### src/core/smt_pkg.sv
// constants shared by the static memory mode and timing status block
// assumes a 32-bit register port with byte offsets on an 8-bit address
package smt_pkg;

	localparam int DATA_W = 32;
	localparam int ADDR_W = 8;

	// register byte offsets
	localparam logic [ADDR_W-1:0] OFS_DIRECT_CMD      = 8'h00;
	localparam logic [ADDR_W-1:0] OFS_SET_CYCLES      = 8'h04;
	localparam logic [ADDR_W-1:0] OFS_SET_OPMODE      = 8'h08;
	localparam logic [ADDR_W-1:0] OFS_TIMING_STATUS_0 = 8'h10;
	localparam logic [ADDR_W-1:0] OFS_TIMING_STATUS_1 = 8'h14;
	localparam logic [ADDR_W-1:0] OFS_TIMING_STATUS_2 = 8'h18;
	localparam logic [ADDR_W-1:0] OFS_TIMING_STATUS_3 = 8'h1c;
	localparam logic [ADDR_W-1:0] OFS_MODE_STATUS     = 8'h20;
	localparam logic [ADDR_W-1:0] OFS_ERROR_STATUS    = 8'h24;

	// direct command fields
	localparam int              CMD_CS_LSB      = 23;
	localparam int              CMD_CS_W        = 3;
	localparam int              CMD_TYPE_LSB    = 21;
	localparam int              CMD_TYPE_W      = 2;
	localparam logic [1:0]      CMD_TYPE_UPDATE = 2'h2;
	localparam int              NUM_CS          = 4;

	// operating mode fields
	localparam int              ADV_BIT   = 11;
	localparam int              BL_LSB    = 3;
	localparam int              BL_W      = 3;
	localparam int              MW_LSB    = 0;
	localparam int              MW_W      = 2;
	localparam logic [2:0]      BL_SINGLE = 3'h0;
	localparam logic [2:0]      BL_FOUR   = 3'h1;
	localparam logic [1:0]      MW_16     = 2'h1;

	// timing fields, shared by the cycle setting and status layouts
	localparam int              TR_LSB   = 17;
	localparam int              WP_LSB   = 11;
	localparam int              CEOE_LSB = 8;
	localparam int              WC_LSB   = 4;
	localparam int              RC_LSB   = 0;
	localparam int              SHORT_W  = 3;
	localparam int              LONG_W   = 4;
	localparam int              TIMING_W = 20;
	localparam logic [19:0]     TIMING_MASK  = 20'he3fff;
	localparam logic [19:0]     TIMING_RESET = 20'h233c6;
	localparam logic [2:0]      SHORT_MIN    = 3'h1;
	localparam logic [3:0]      WC_MIN       = 4'h3;
	localparam logic [3:0]      RC_MIN       = 4'h2;

	// memctl_clock runs at the system clock divided by this
	localparam int              MEMCTL_DIV = 2;
	localparam int              SYS_CYC_W  = 5;

	// stored word per chip select: {adv, burst, width, timing}
	localparam int              MEM_W = 1 + BL_W + MW_W + TIMING_W;

	// error status bits
	localparam int              ERR_CMD_TYPE = 0;
	localparam int              ERR_CS       = 1;
	localparam int              ERR_TIMING   = 2;
	localparam int              ERR_MODE     = 3;
	localparam int              ERR_W        = 4;

	function automatic logic [SYS_CYC_W-1:0] smt_sys_cycles(input logic [LONG_W-1:0] code);
		smt_sys_cycles = SYS_CYC_W'(code * MEMCTL_DIV);
	endfunction

	function automatic logic smt_timing_legal(input logic [TIMING_W-1:0] t);
		smt_timing_legal = (t[TR_LSB +: SHORT_W] >= SHORT_MIN)
			&& (t[WP_LSB +: SHORT_W] >= SHORT_MIN)
			&& (t[CEOE_LSB +: SHORT_W] >= SHORT_MIN)
			&& (t[WC_LSB +: LONG_W] >= WC_MIN)
			&& (t[RC_LSB +: LONG_W] >= RC_MIN);
	endfunction

endpackage

### src/core/smt_opmode_timing.sv
// operating mode and timing status part of a static memory controller
// assumes a plain register port: one-cycle strobes, read data next cycle
// Notes on behaviour
// - written mode and cycle values only apply after an update command
// - mode bit 11 set enables the address latch strobe
// - burst field bits 5..3: 000 single beat, 001 four beats, rest reserved
// - width field bits 1..0: 01 selects 16-bit bus, rest reserved
// - status bits 19..17 report turnaround, codes 1..7 memctl clocks
// - status bits 13..11 write pulse, 10..8 output enable delay, 1..7
// - status bits 7..4 report write cycle, codes 3..15
// - status bits 3..0 report read cycle, codes 2..15
// - update command is command type 10 plus chip select; others refused
// - timing counts are memctl clocks, half the system clock rate
//
// The plain strobed port and the register offsets are this design's own decisions.
`timescale 1ns/1ps
`default_nettype none
module smt_opmode_timing
	import smt_pkg::*;
(
	input  wire logic                 clock,
	input  wire logic                 resetn,
	input  wire logic [ADDR_W-1:0]    regAddr,
	input  wire logic [DATA_W-1:0]    regWriteData,
	input  wire logic                 regWrite,
	input  wire logic                 regRead,
	output logic      [DATA_W-1:0]    regReadData,
	output logic                      aleEnable,
	output logic                      burstFour,
	output logic                      width16,
	output logic      [1:0]           committedCs,
	output logic      [SYS_CYC_W-1:0] turnaroundSysClocks,
	output logic      [SYS_CYC_W-1:0] writePulseSysClocks,
	output logic      [SYS_CYC_W-1:0] oeDelaySysClocks,
	output logic      [SYS_CYC_W-1:0] writeCycleSysClocks,
	output logic      [SYS_CYC_W-1:0] readCycleSysClocks,
	output logic                      memctlTick,
	output logic                      updateDone
);

	// pending (written, not yet applied) settings
	logic [TIMING_W-1:0] pendTiming;
	logic                pendAdv;
	logic [BL_W-1:0]     pendBurst;
	logic [MW_W-1:0]     pendWidth;

	// committed word of the chip select updated last
	logic [MEM_W-1:0]    activeWord;
	logic [NUM_CS-1:0]   csWritten;
	logic [ERR_W-1:0]    errFlags;
	logic                memctlPhase;

	// read pipeline
	logic                readFromStore;
	logic                readWritten;
	logic [DATA_W-1:0]   readHeld;
	logic [MEM_W-1:0]    storeData;

	// decode
	wire hitCmd     = regAddr == OFS_DIRECT_CMD;
	wire hitCycles  = regAddr == OFS_SET_CYCLES;
	wire hitOpmode  = regAddr == OFS_SET_OPMODE;
	wire hitStatus0 = regAddr == OFS_TIMING_STATUS_0;
	wire hitStatus1 = regAddr == OFS_TIMING_STATUS_1;
	wire hitStatus2 = regAddr == OFS_TIMING_STATUS_2;
	wire hitStatus3 = regAddr == OFS_TIMING_STATUS_3;
	wire hitMode    = regAddr == OFS_MODE_STATUS;
	wire hitError   = regAddr == OFS_ERROR_STATUS;
	wire hitStatus  = hitStatus0 | hitStatus1 | hitStatus2 | hitStatus3;

	wire [1:0] statusCs = hitStatus1 ? 2'h1 : hitStatus2 ? 2'h2 : hitStatus3 ? 2'h3 : 2'h0;

	// direct command fields
	wire [CMD_CS_W-1:0]   cmdCs      = regWriteData[CMD_CS_LSB +: CMD_CS_W];
	wire [CMD_TYPE_W-1:0] cmdType    = regWriteData[CMD_TYPE_LSB +: CMD_TYPE_W];
	wire                  cmdWrite   = regWrite & hitCmd;
	wire                  typeOk     = cmdType == CMD_TYPE_UPDATE;
	wire                  csOk       = cmdCs < CMD_CS_W'(NUM_CS);
	wire                  timingOk   = smt_timing_legal(pendTiming);
	wire                  modeOk     = ((pendBurst == BL_SINGLE) | (pendBurst == BL_FOUR))
		& (pendWidth == MW_16);
	// a refused command leaves every committed value untouched
	wire                  doUpdate   = cmdWrite & typeOk & csOk & timingOk & modeOk;

	wire [MEM_W-1:0] pendWord = {pendAdv, pendBurst, pendWidth, pendTiming};

	// error events; a clear-by-write-one loses to a new event
	wire [ERR_W-1:0] errEvent;
	assign errEvent[ERR_CMD_TYPE] = cmdWrite & ~typeOk;
	assign errEvent[ERR_CS]       = cmdWrite & typeOk & ~csOk;
	assign errEvent[ERR_TIMING]   = cmdWrite & typeOk & csOk & ~timingOk;
	assign errEvent[ERR_MODE]     = cmdWrite & typeOk & csOk & timingOk & ~modeOk;
	wire [ERR_W-1:0] errClear = (regWrite & hitError) ? regWriteData[ERR_W-1:0] : '0;
	wire [ERR_W-1:0] next_errFlags = (errFlags & ~errClear) | errEvent;

	// committed fields of the active word
	wire [TIMING_W-1:0] actTiming = activeWord[TIMING_W-1:0];
	wire [MW_W-1:0]     actWidth  = activeWord[TIMING_W +: MW_W];
	wire [BL_W-1:0]     actBurst  = activeWord[TIMING_W+MW_W +: BL_W];
	wire                actAdv    = activeWord[MEM_W-1];

	// store read: status word, or reset value if this chip select never updated
	wire [TIMING_W-1:0] storeTiming = readWritten ? storeData[TIMING_W-1:0] : TIMING_RESET;
	wire [DATA_W-1:0]   storeStatus = DATA_W'(storeTiming & TIMING_MASK);

	// immediate read value for registers held in flops
	wire [DATA_W-1:0] modeWord = DATA_W'({actAdv, 5'h00, actBurst, 1'b0, actWidth});
	wire [DATA_W-1:0] next_readHeld =
		hitMode  ? modeWord :
		hitError ? DATA_W'(errFlags) :
		'0;

	smt_cs_store #(
		.WIDTH (MEM_W),
		.DEPTH (NUM_CS),
		.AW    (2)
	) u_store (
		.clock       (clock),
		.writeEnable (doUpdate),
		.writeAddr   (cmdCs[1:0]),
		.writeData   (pendWord),
		.readAddr    (statusCs),
		.readData    (storeData)
	);

	// pending registers take software writes without any effect yet
	always_ff @(posedge clock)
	begin
		if (!resetn)
		begin
			pendTiming <= TIMING_RESET;
			pendAdv    <= 1'b1;
			pendBurst  <= BL_SINGLE;
			pendWidth  <= MW_16;
		end
		else
		begin
			if (regWrite & hitCycles)
				pendTiming <= regWriteData[TIMING_W-1:0] & TIMING_MASK;
			if (regWrite & hitOpmode)
			begin
				pendAdv   <= regWriteData[ADV_BIT];
				pendBurst <= regWriteData[BL_LSB +: BL_W];
				pendWidth <= regWriteData[MW_LSB +: MW_W];
			end
		end
	end

	// commit on the update command only
	always_ff @(posedge clock)
	begin
		if (!resetn)
		begin
			activeWord  <= {1'b1, BL_SINGLE, MW_16, TIMING_RESET};
			committedCs <= 2'h0;
			csWritten   <= '0;
			updateDone  <= 1'b0;
		end
		else
		begin
			updateDone <= doUpdate;
			if (doUpdate)
			begin
				activeWord          <= pendWord;
				committedCs         <= cmdCs[1:0];
				csWritten[cmdCs[1:0]] <= 1'b1;
			end
		end
	end

	always_ff @(posedge clock)
	begin
		if (!resetn)
			errFlags <= '0;
		else
			errFlags <= next_errFlags;
	end

	// memctl clock phase: one tick every MEMCTL_DIV system clocks
	always_ff @(posedge clock)
	begin
		if (!resetn)
		begin
			memctlPhase <= 1'b0;
			memctlTick  <= 1'b0;
		end
		else
		begin
			memctlPhase <= ~memctlPhase;
			// follows the new phase, so the tick alternates from the first edge after reset
			memctlTick  <= ~memctlPhase;
		end
	end

	// committed mode and timing, expressed in system clocks for the bus engine
	always_ff @(posedge clock)
	begin
		if (!resetn)
		begin
			aleEnable           <= 1'b1;
			burstFour           <= 1'b0;
			width16             <= 1'b1;
			turnaroundSysClocks <= smt_sys_cycles({1'b0, TIMING_RESET[TR_LSB +: SHORT_W]});
			writePulseSysClocks <= smt_sys_cycles({1'b0, TIMING_RESET[WP_LSB +: SHORT_W]});
			oeDelaySysClocks    <= smt_sys_cycles({1'b0, TIMING_RESET[CEOE_LSB +: SHORT_W]});
			writeCycleSysClocks <= smt_sys_cycles(TIMING_RESET[WC_LSB +: LONG_W]);
			readCycleSysClocks  <= smt_sys_cycles(TIMING_RESET[RC_LSB +: LONG_W]);
		end
		else
		begin
			aleEnable           <= actAdv;
			burstFour           <= actBurst == BL_FOUR;
			width16             <= actWidth == MW_16;
			turnaroundSysClocks <= smt_sys_cycles({1'b0, actTiming[TR_LSB +: SHORT_W]});
			writePulseSysClocks <= smt_sys_cycles({1'b0, actTiming[WP_LSB +: SHORT_W]});
			oeDelaySysClocks    <= smt_sys_cycles({1'b0, actTiming[CEOE_LSB +: SHORT_W]});
			writeCycleSysClocks <= smt_sys_cycles(actTiming[WC_LSB +: LONG_W]);
			readCycleSysClocks  <= smt_sys_cycles(actTiming[RC_LSB +: LONG_W]);
		end
	end

	// read pipeline: store data and held data both land one clock later
	always_ff @(posedge clock)
	begin
		if (!resetn)
		begin
			readFromStore <= 1'b0;
			readWritten   <= 1'b0;
			readHeld      <= '0;
		end
		else
		begin
			readFromStore <= regRead & hitStatus;
			// taken with the store read, so a same-cycle first update still reads the old value
			readWritten   <= csWritten[statusCs];
			readHeld      <= regRead ? next_readHeld : '0;
		end
	end

	// status fields keep their documented positions; reserved bits read zero
	assign regReadData = readFromStore ? storeStatus : readHeld;

endmodule
`default_nettype wire

### src/core/smt_cs_store.sv
// small per chip select store of committed mode and timing words
// one write port, one read port; read data is registered, so it
// appears one clock after the read address; a write and a read of
// the same entry in one cycle return the old word
`timescale 1ns/1ps
`default_nettype none
module smt_cs_store #(
	parameter int WIDTH = 26,
	parameter int DEPTH = 4,
	parameter int AW    = 2
) (
	input  wire logic             clock,
	input  wire logic             writeEnable,
	input  wire logic [AW-1:0]    writeAddr,
	input  wire logic [WIDTH-1:0] writeData,
	input  wire logic [AW-1:0]    readAddr,
	output logic      [WIDTH-1:0] readData
);

	logic [WIDTH-1:0] words [DEPTH];

	always_ff @(posedge clock)
	begin
		if (writeEnable)
			words[writeAddr] <= writeData;
		readData <= words[readAddr];
	end

endmodule
`default_nettype wire

### config.mk
export PLATFORM = sky130hd
export DESIGN_NAME = smt_opmode_timing
export DESIGN_NICKNAME = d
export VERILOG_FILES = /design/src/core/smt_pkg.sv /design/src/core/smt_opmode_timing.sv /design/src/core/smt_cs_store.sv
export SDC_FILE = /design/constraint.sdc
export NUM_CORES = 1
export LEC_CHECK = 0
export BUFFER_PORTS_ARGS = -buffer_cell sky130_fd_sc_hd__buf_4
export CORE_MARGIN = 2
export CORE_UTILIZATION = 50
export DETAILED_ROUTE_END_ITERATION = 8
export PLACE_DENSITY = 0.84
export SLEW_MARGIN = 10
export SYNTH_ARGS = -nofsm -noshare
export SYNTH_HDL_FRONTEND = slang
export SYNTH_SLANG_ARGS = --single-unit
### constraint.sdc
create_clock -name clock -period 2.9 [get_ports clock]
set_clock_uncertainty 0.15 [all_clocks]
set_input_delay 0.145 -clock clock [delete_from_list [all_inputs] [get_ports clock]]
set_output_delay 0.145 -clock clock [all_outputs]
set_load 0.02 [all_outputs]
* Yosys cells after proc, flatten, opt, wreduce, memory -nomap -nowiden *
Memory sizes are Yosys's and may differ from the RTL's. A register that Yosys moved wholly into a read port is not among the register bits.
Index checks and enable logic that the tools add are counted.

operators by class
  $lt $le $gt $ge = 9
  equality and inequality tests = 13
  multiplexer cells = 14
  bitwise logic cells = 30
  reductions and logical operators = 10

operator list
  cell                count
  $eq 8x5->1 const B  4
  $mux 32             1
  $mux 20             1
  $eq 8x6->1 const B  2
  $and 1x1->1         14
  $mux 12             1
  $ge 3x1->1 const B  3
  $eq 8x3->1 const B  1
  $eq 8x4->1 const B  1
  $ge 4x2->1 const B  2
  $logic_not 8->1     1
  $mux 4              2
  $not 1->1           8
  $or 4x4->4          2
  $eq 3x1->1 const B  2
  $lt 2x3->1 const B  2
  $mux 2              3
  $logic_and 1x1->1   5
  $and 4x4->4         1
  $eq 2x1->1 const B  2
  $mux 1              4
  $not 4->4           1
  $or 1x1->1          4
  $reduce_or 4->1     1
  other kinds (8)     8

word-level totals
  register bits after elaboration = 140
  memory bits (writable) = 92
  bits of input ports = 44
  output and inout bits = 64
  word-level logic and storage cells = 106
  memories = 1

memories
  memory         depth  bits a word  rd ports  clocked after Yosys merged registers in  wr ports  line                text
  u_store.words  4      23           1         1                                        1         smt_cs_store.sv:20  logic [WIDTH-1:0] words [DEPTH];

* Depth between registers and ports, before layout *
  depth in word-level cells = 9
  mapped depth = 6

* Hierarchy *
From an unflattened synthesis, not the netlist that was laid out.

unflattened totals
  cells, all modules = 550
  area total of the unflattened synthesis = 7,913.8 um^2

modules (own cells, without submodules)
  module             times used  cells each  area an instance (um^2)
  smt_cs_store       1           166         4,349.2
  smt_opmode_timing  1           384         3,564.7

* Worst setup path before layout *
Ideal clock, no wire load.

  path type = reg2reg
  start point = reg pendTiming[5]
  end point = mem u_store.words[1][0] in the netlist's numbering, enable pin
  setup time = 416 ps
  arrival time = 2,451 ps
  data required time = 2,334 ps
  slack = -117 ps
  cell stages (with the launch flop) = 6
  path buffers = 1
  clock period less this slack = 3,017 ps
  cells stage by stage = dfxtp_1 -> a211oi_1 -> nor3_1 -> nand4_1 -> buf_2 -> nor3b_1

between the ends
  longest elaborated chain between the ends = 7

RTL lines
  item                          line                      text
  from (decl)                   smt_opmode_timing.sv:42   logic [TIMING_W-1:0] pendTiming;
  from (signal assigned)        smt_opmode_timing.sv:139  pendTiming <= regWriteData[TIMING_W-1:0] & TIMING_MASK;
  $ge 4x2->1                    smt_pkg.sv:74             && (t[WC_LSB +: LONG_W] >= WC_MIN)
  $logic_and 1x1->1             smt_pkg.sv:74
  $logic_and 1x1->1             smt_pkg.sv:75             && (t[RC_LSB +: LONG_W] >= RC_MIN);
  $and 1x1->1 (2 in a row)      smt_opmode_timing.sv:83   wire doUpdate = cmdWrite & typeOk & csOk & timingOk & modeOk;
  $mux 1                        smt_cs_store.sv:24        if (writeEnable)
  $mux 1 (implied by the code)  smt_cs_store.sv:25        words[writeAddr] <= writeData;
  to (decl)                     smt_cs_store.sv:20

Every way passes these cells.

* Worst setup path in the final report *
  start point = reg pendTiming[5]
  end point = reg activeWord[19]

between the ends
  longest elaborated chain between the ends = 5

RTL lines
  item                      line                      text
  $ge 4x2->1                smt_pkg.sv:74
  $logic_and 1x1->1         smt_pkg.sv:74
  $logic_and 1x1->1         smt_pkg.sv:75
  $and 1x1->1 (2 in a row)  smt_opmode_timing.sv:83
  to (signal assigned)      smt_opmode_timing.sv:154  activeWord <= {1'b1, BL_SINGLE, MW_16, TIMING_RESET};
  to (signal assigned)      smt_opmode_timing.sv:164  activeWord <= pendWord;
  to (decl)                 smt_opmode_timing.sv:48   logic [MEM_W-1:0] activeWord;

Every way passes these cells.
A chain may end at the register's enable or synchronous reset.

==> results list <==
- The flow ran to the end, and the final reports show no timing, DRC or antenna violations.
- Routed vias/inst: 5.28
- Commonest non-fill, non-tap cells in the layout: sky130_fd_sc_hd__dfxtp_1, sky130_fd_sc_hd__buf_4, sky130_fd_sc_hd__nand2_1
* CP bufs+invs: 1
* Placer Congestion: 0.858
* Count of flip-flops with a built-in enable after synthesis: 68
* Clock tree from TritonCTS: yes
* Routed wire per std cell: 17.6 µm
- Post-synthesis cell count: 525
* Wire length of the first global-routing pass: 22.3 mm
- The core region is 12600 µm².
* CP Launch Type: flop
- The floorplan has 41 rows.
- Worst slew slack as a fraction of its limit: between 40% and 50%
* GRT Total Usage: 21.2%
- Clock share of power: between 40% and 50%
- PD cells: 615 nW/µm²
* Placed wire-length estimate after detailed placement: 8.72 mm
- STA classifies the critical path endpoint as a flop.
- The share of total power dissipated in sequential elements is around half.
- Total I/O pin count: 108
* Starting utilization of the core area: 51.1%
- Cell count after placement: 756
- Vias in the first global route: 4288
- Required time reported for the critical path endpoint: 3.08 ns
* Chain of cells forming the critical path: a211oi_1 -> nor3_1 -> and4_1 -> buf_4 -> mux2i_1
- Setup repair after global routing left no endpoint under its margin.
* Total clock sinks: 172
- Number of nets in the layout: 677
- The mapped netlist covers about 6400 µm².
- The worst hold path belongs to the class primary input to flop.
* CTS root buf: sky130_fd_sc_hd__clkbuf_16
- In this run switching power makes up 21.2% of total power.
- For the worst-skew pair, the clock arrives at the later sink with an insertion delay of 0.43 ns.
- For this block, the initial DRC count from the detailed router was 332.
- The average instance in the mapped netlist occupies 12.2 µm².
* Portion of the clock cycle consumed by the worst path in the final layout: 86.8%
- The synthesized netlist contains 43 unique library cells.
- NetSw: around 1000 µW
* Number of max-cap violations: 0
- By area the synthesized netlist is led by sky130_fd_sc_hd__dfxtp_1, sky130_fd_sc_hd__edfxtp_1, sky130_fd_sc_hd__mux2i_1.
* Antenna Violating Nets Remaining: 0
- FMAX: 0.397 GHz
* Category of the most critical setup path: flop to flop
- CTS built an H-tree with a depth of 4.
- Fraction of layout instances using a drive strength above 1: a little under a fifth
* Count of vias placed by the detailed router: 4315
* Post-route minimum period: 2.52 ns
* Flip-flop cell with the highest count after synthesis: sky130_fd_sc_hd__dfxtp_1
* Most common cell after layout, fill and taps aside: sky130_fd_sc_hd__dfxtp_1
- Initial DRT Pass Iterations: 5
- Max Slew Vio Count: 0
- Area share of the leading cell type in the synthesized netlist: between 30% and 40%
- In the routed design, unresolved DRC markers number 0.
- The internal power of the cells totals 3860 µW.
* Syn-to-layout area delta: 24.1%
* Static leakage: 0.00352 µW
- Crit-path leading delay family: simple AND/OR/NAND/NOR gates
- Accumulated negative setup slack: 0 ns
- Delay contributed by the slowest stage of the critical path: around 0.67 ns
- The largest total area in the synthesized netlist belongs to sky130_fd_sc_hd__dfxtp_1.
- The number of antenna diodes in the final layout is 0.
- For the pin with the worst max-slew slack, the measured transition is 0.753 ns.
- For this block, the routed nets add up to 14.4 mm of wire.
- Resized Gates After CTS: 0
- Die area: between 10000 and 15000 µm²
- Number of warnings reported in the yosys synthesis log: 0
* Final setup violation count: 0
- Entering global routing, the biggest net connects 47 pins.
* Final std cells w/o fill: roughly 820
- Clock slew seen by the registers of the worst setup and hold paths: 0.06 ns
- The final number of hold-violating endpoints came to 0.
* Gate power share: 3.1%
- Number of antenna violations at the first check in global routing: 0
- Buffers added to address setup during post-CTS repair amount to 0.
- During placement, the flow inserted port buffers numbering 74.
- No sink is reached through more buffers than the 2 on the longest clock path.
- Vert. Die Dim: 117 µm
- Async set-or-reset flop fraction in the synthesized netlist: 0%
- Die extent in x: 117 µm
* Highest net fanout along the worst path: 13
- Clock buffer count from CTS: 17
* Critical-path cell with the highest stage delay: sky130_fd_sc_hd__and4_1
* IR Drop Worst-Case VDD: around 0.00045 V
- Arrival time reported for the critical path endpoint: 2.70 ns
- In this run, synthesis produced a sequential element count of 172.
- Sequential elements use 64.2% of the synthesized area.
- Global routing finished with a remaining overflow of 0.
[cells by family (layout without fill, tap and decap cells)]
group / count (synthesis) / count (layout) / share of synthesized area (%)
buffers and inverters: 70 / 169 / 5.98
flip-flops: 172 / 172 / 64.2
other: 1 / 23 / 0.0584
multiplexers: 80 / 80 / 12.7
AO/OA/AOI/OAI: 40 / 40 / 4.23
AND/OR/NAND/NOR: 162 / 162 / 12.9
[sequential cells by signal (all words and copies together), names as in the netlist, 4 cells and up]
name,cells
readCycleSysClocks,4
errFlags,4
u_store.words,68
csWritten,4
writeCycleSysClocks,4
activeWord,23
readHeld,7
u_store.readData,17
pendTiming,17
[area by class of cell]
class	count	area [µm²]
clock inverters	14	159
inverters	22	82.6
clock buffers	18	439
repair buffers	115	938
multi-input cells	305	2010
flip-flops and latches	172	4120
fillers	886	4600
well taps	172	215
[routing by layer]
layer	wire [µm]	part of all wire (%)	global-route usage, %	up-vias
li1	-	-	-	1989
met1	5710	40	25.0	2092
met2	7300	51	36.3	198
met3	1010	7.0	6.18	36
met4	372	2.6	8.51	0
met5	0	0	0	-
[final timing paths]
kind	start	end	slack, ns	cells after the start
setup / recovery	pendTiming[5]	activeWord[19]	0.38	5
hold reg to reg	memctlPhase	memctlPhase	0.28	1
setup reg to reg	pendTiming[5]	activeWord[19]	0.38	5
hold / removal	regWriteData[21]	errFlags[1]	0.06	5
[worst reg2reg max path, stage by stage (launching register included)]
cell and delay [ns]:
sky130_fd_sc_hd__dfxtp_1 0.48, sky130_fd_sc_hd__a211oi_1 0.13, sky130_fd_sc_hd__nor3_1 0.40, sky130_fd_sc_hd__and4_1 0.68
sky130_fd_sc_hd__buf_4 0.31, sky130_fd_sc_hd__mux2i_1 0.29
[per-stage QoR]
step | power, µW | hold slack, ns | worst slack (ns) | instance area [µm²] | utilization [%]
2_1_floorplan | 2630 | 0.0981 | 0.0105 | 6520 | -
3_3_place_gp | 2670 | 0.212 | 0.633 | 7070 | 56.3
3_5_place_dp | 2670 | 0.216 | 0.507 | 7070 | 56.3
4_1_cts | 4900 | 0.0152 | 0.525 | 7970 | 63.4
5_1_grt | 5030 | 0.0464 | 0.233 | 7970 | 63.4
6_report | 4900 | 0.0591 | 0.384 | 7970 | 63.4
[power groups by stage]
stage / registers [µW] / logic, µW / clock network (µW)
after CTS: 2500 / 147 / 2260
final: 2500 / 153 / 2250
after detailed placement: 2550 / 120 / 0
after global placement: 2550 / 117 / 0
after global routing: 2500 / 161 / 2380
after floorplan: 2550 / 84.2 / 0
[cells in the mapped netlist (all sizes together) (2+ instances only)]
cell,number
a21boi,11
nand3b,2
nand2,73
nor3,7
nor2,12
inv,21
nor2b,3
buf,37
nand4,5
mux2,10
a22o,3
o21a,3
nand2b,20
clkbuf,11
and4,4
edfxtp,68
nor3b,3
o21ai,8
and3,8
nand3,13
nor4b,4
dfxtp,104
o22a,2
a21oi,9
mux2i,70
and2,5
[repair_timing]
action                                  in CTS  in global routing
hold endpoints to repair                    36                  0
hold buffers                                30                  0
endpoints found under the setup margin       0                  0
Power figures use the tool's default switching activity.
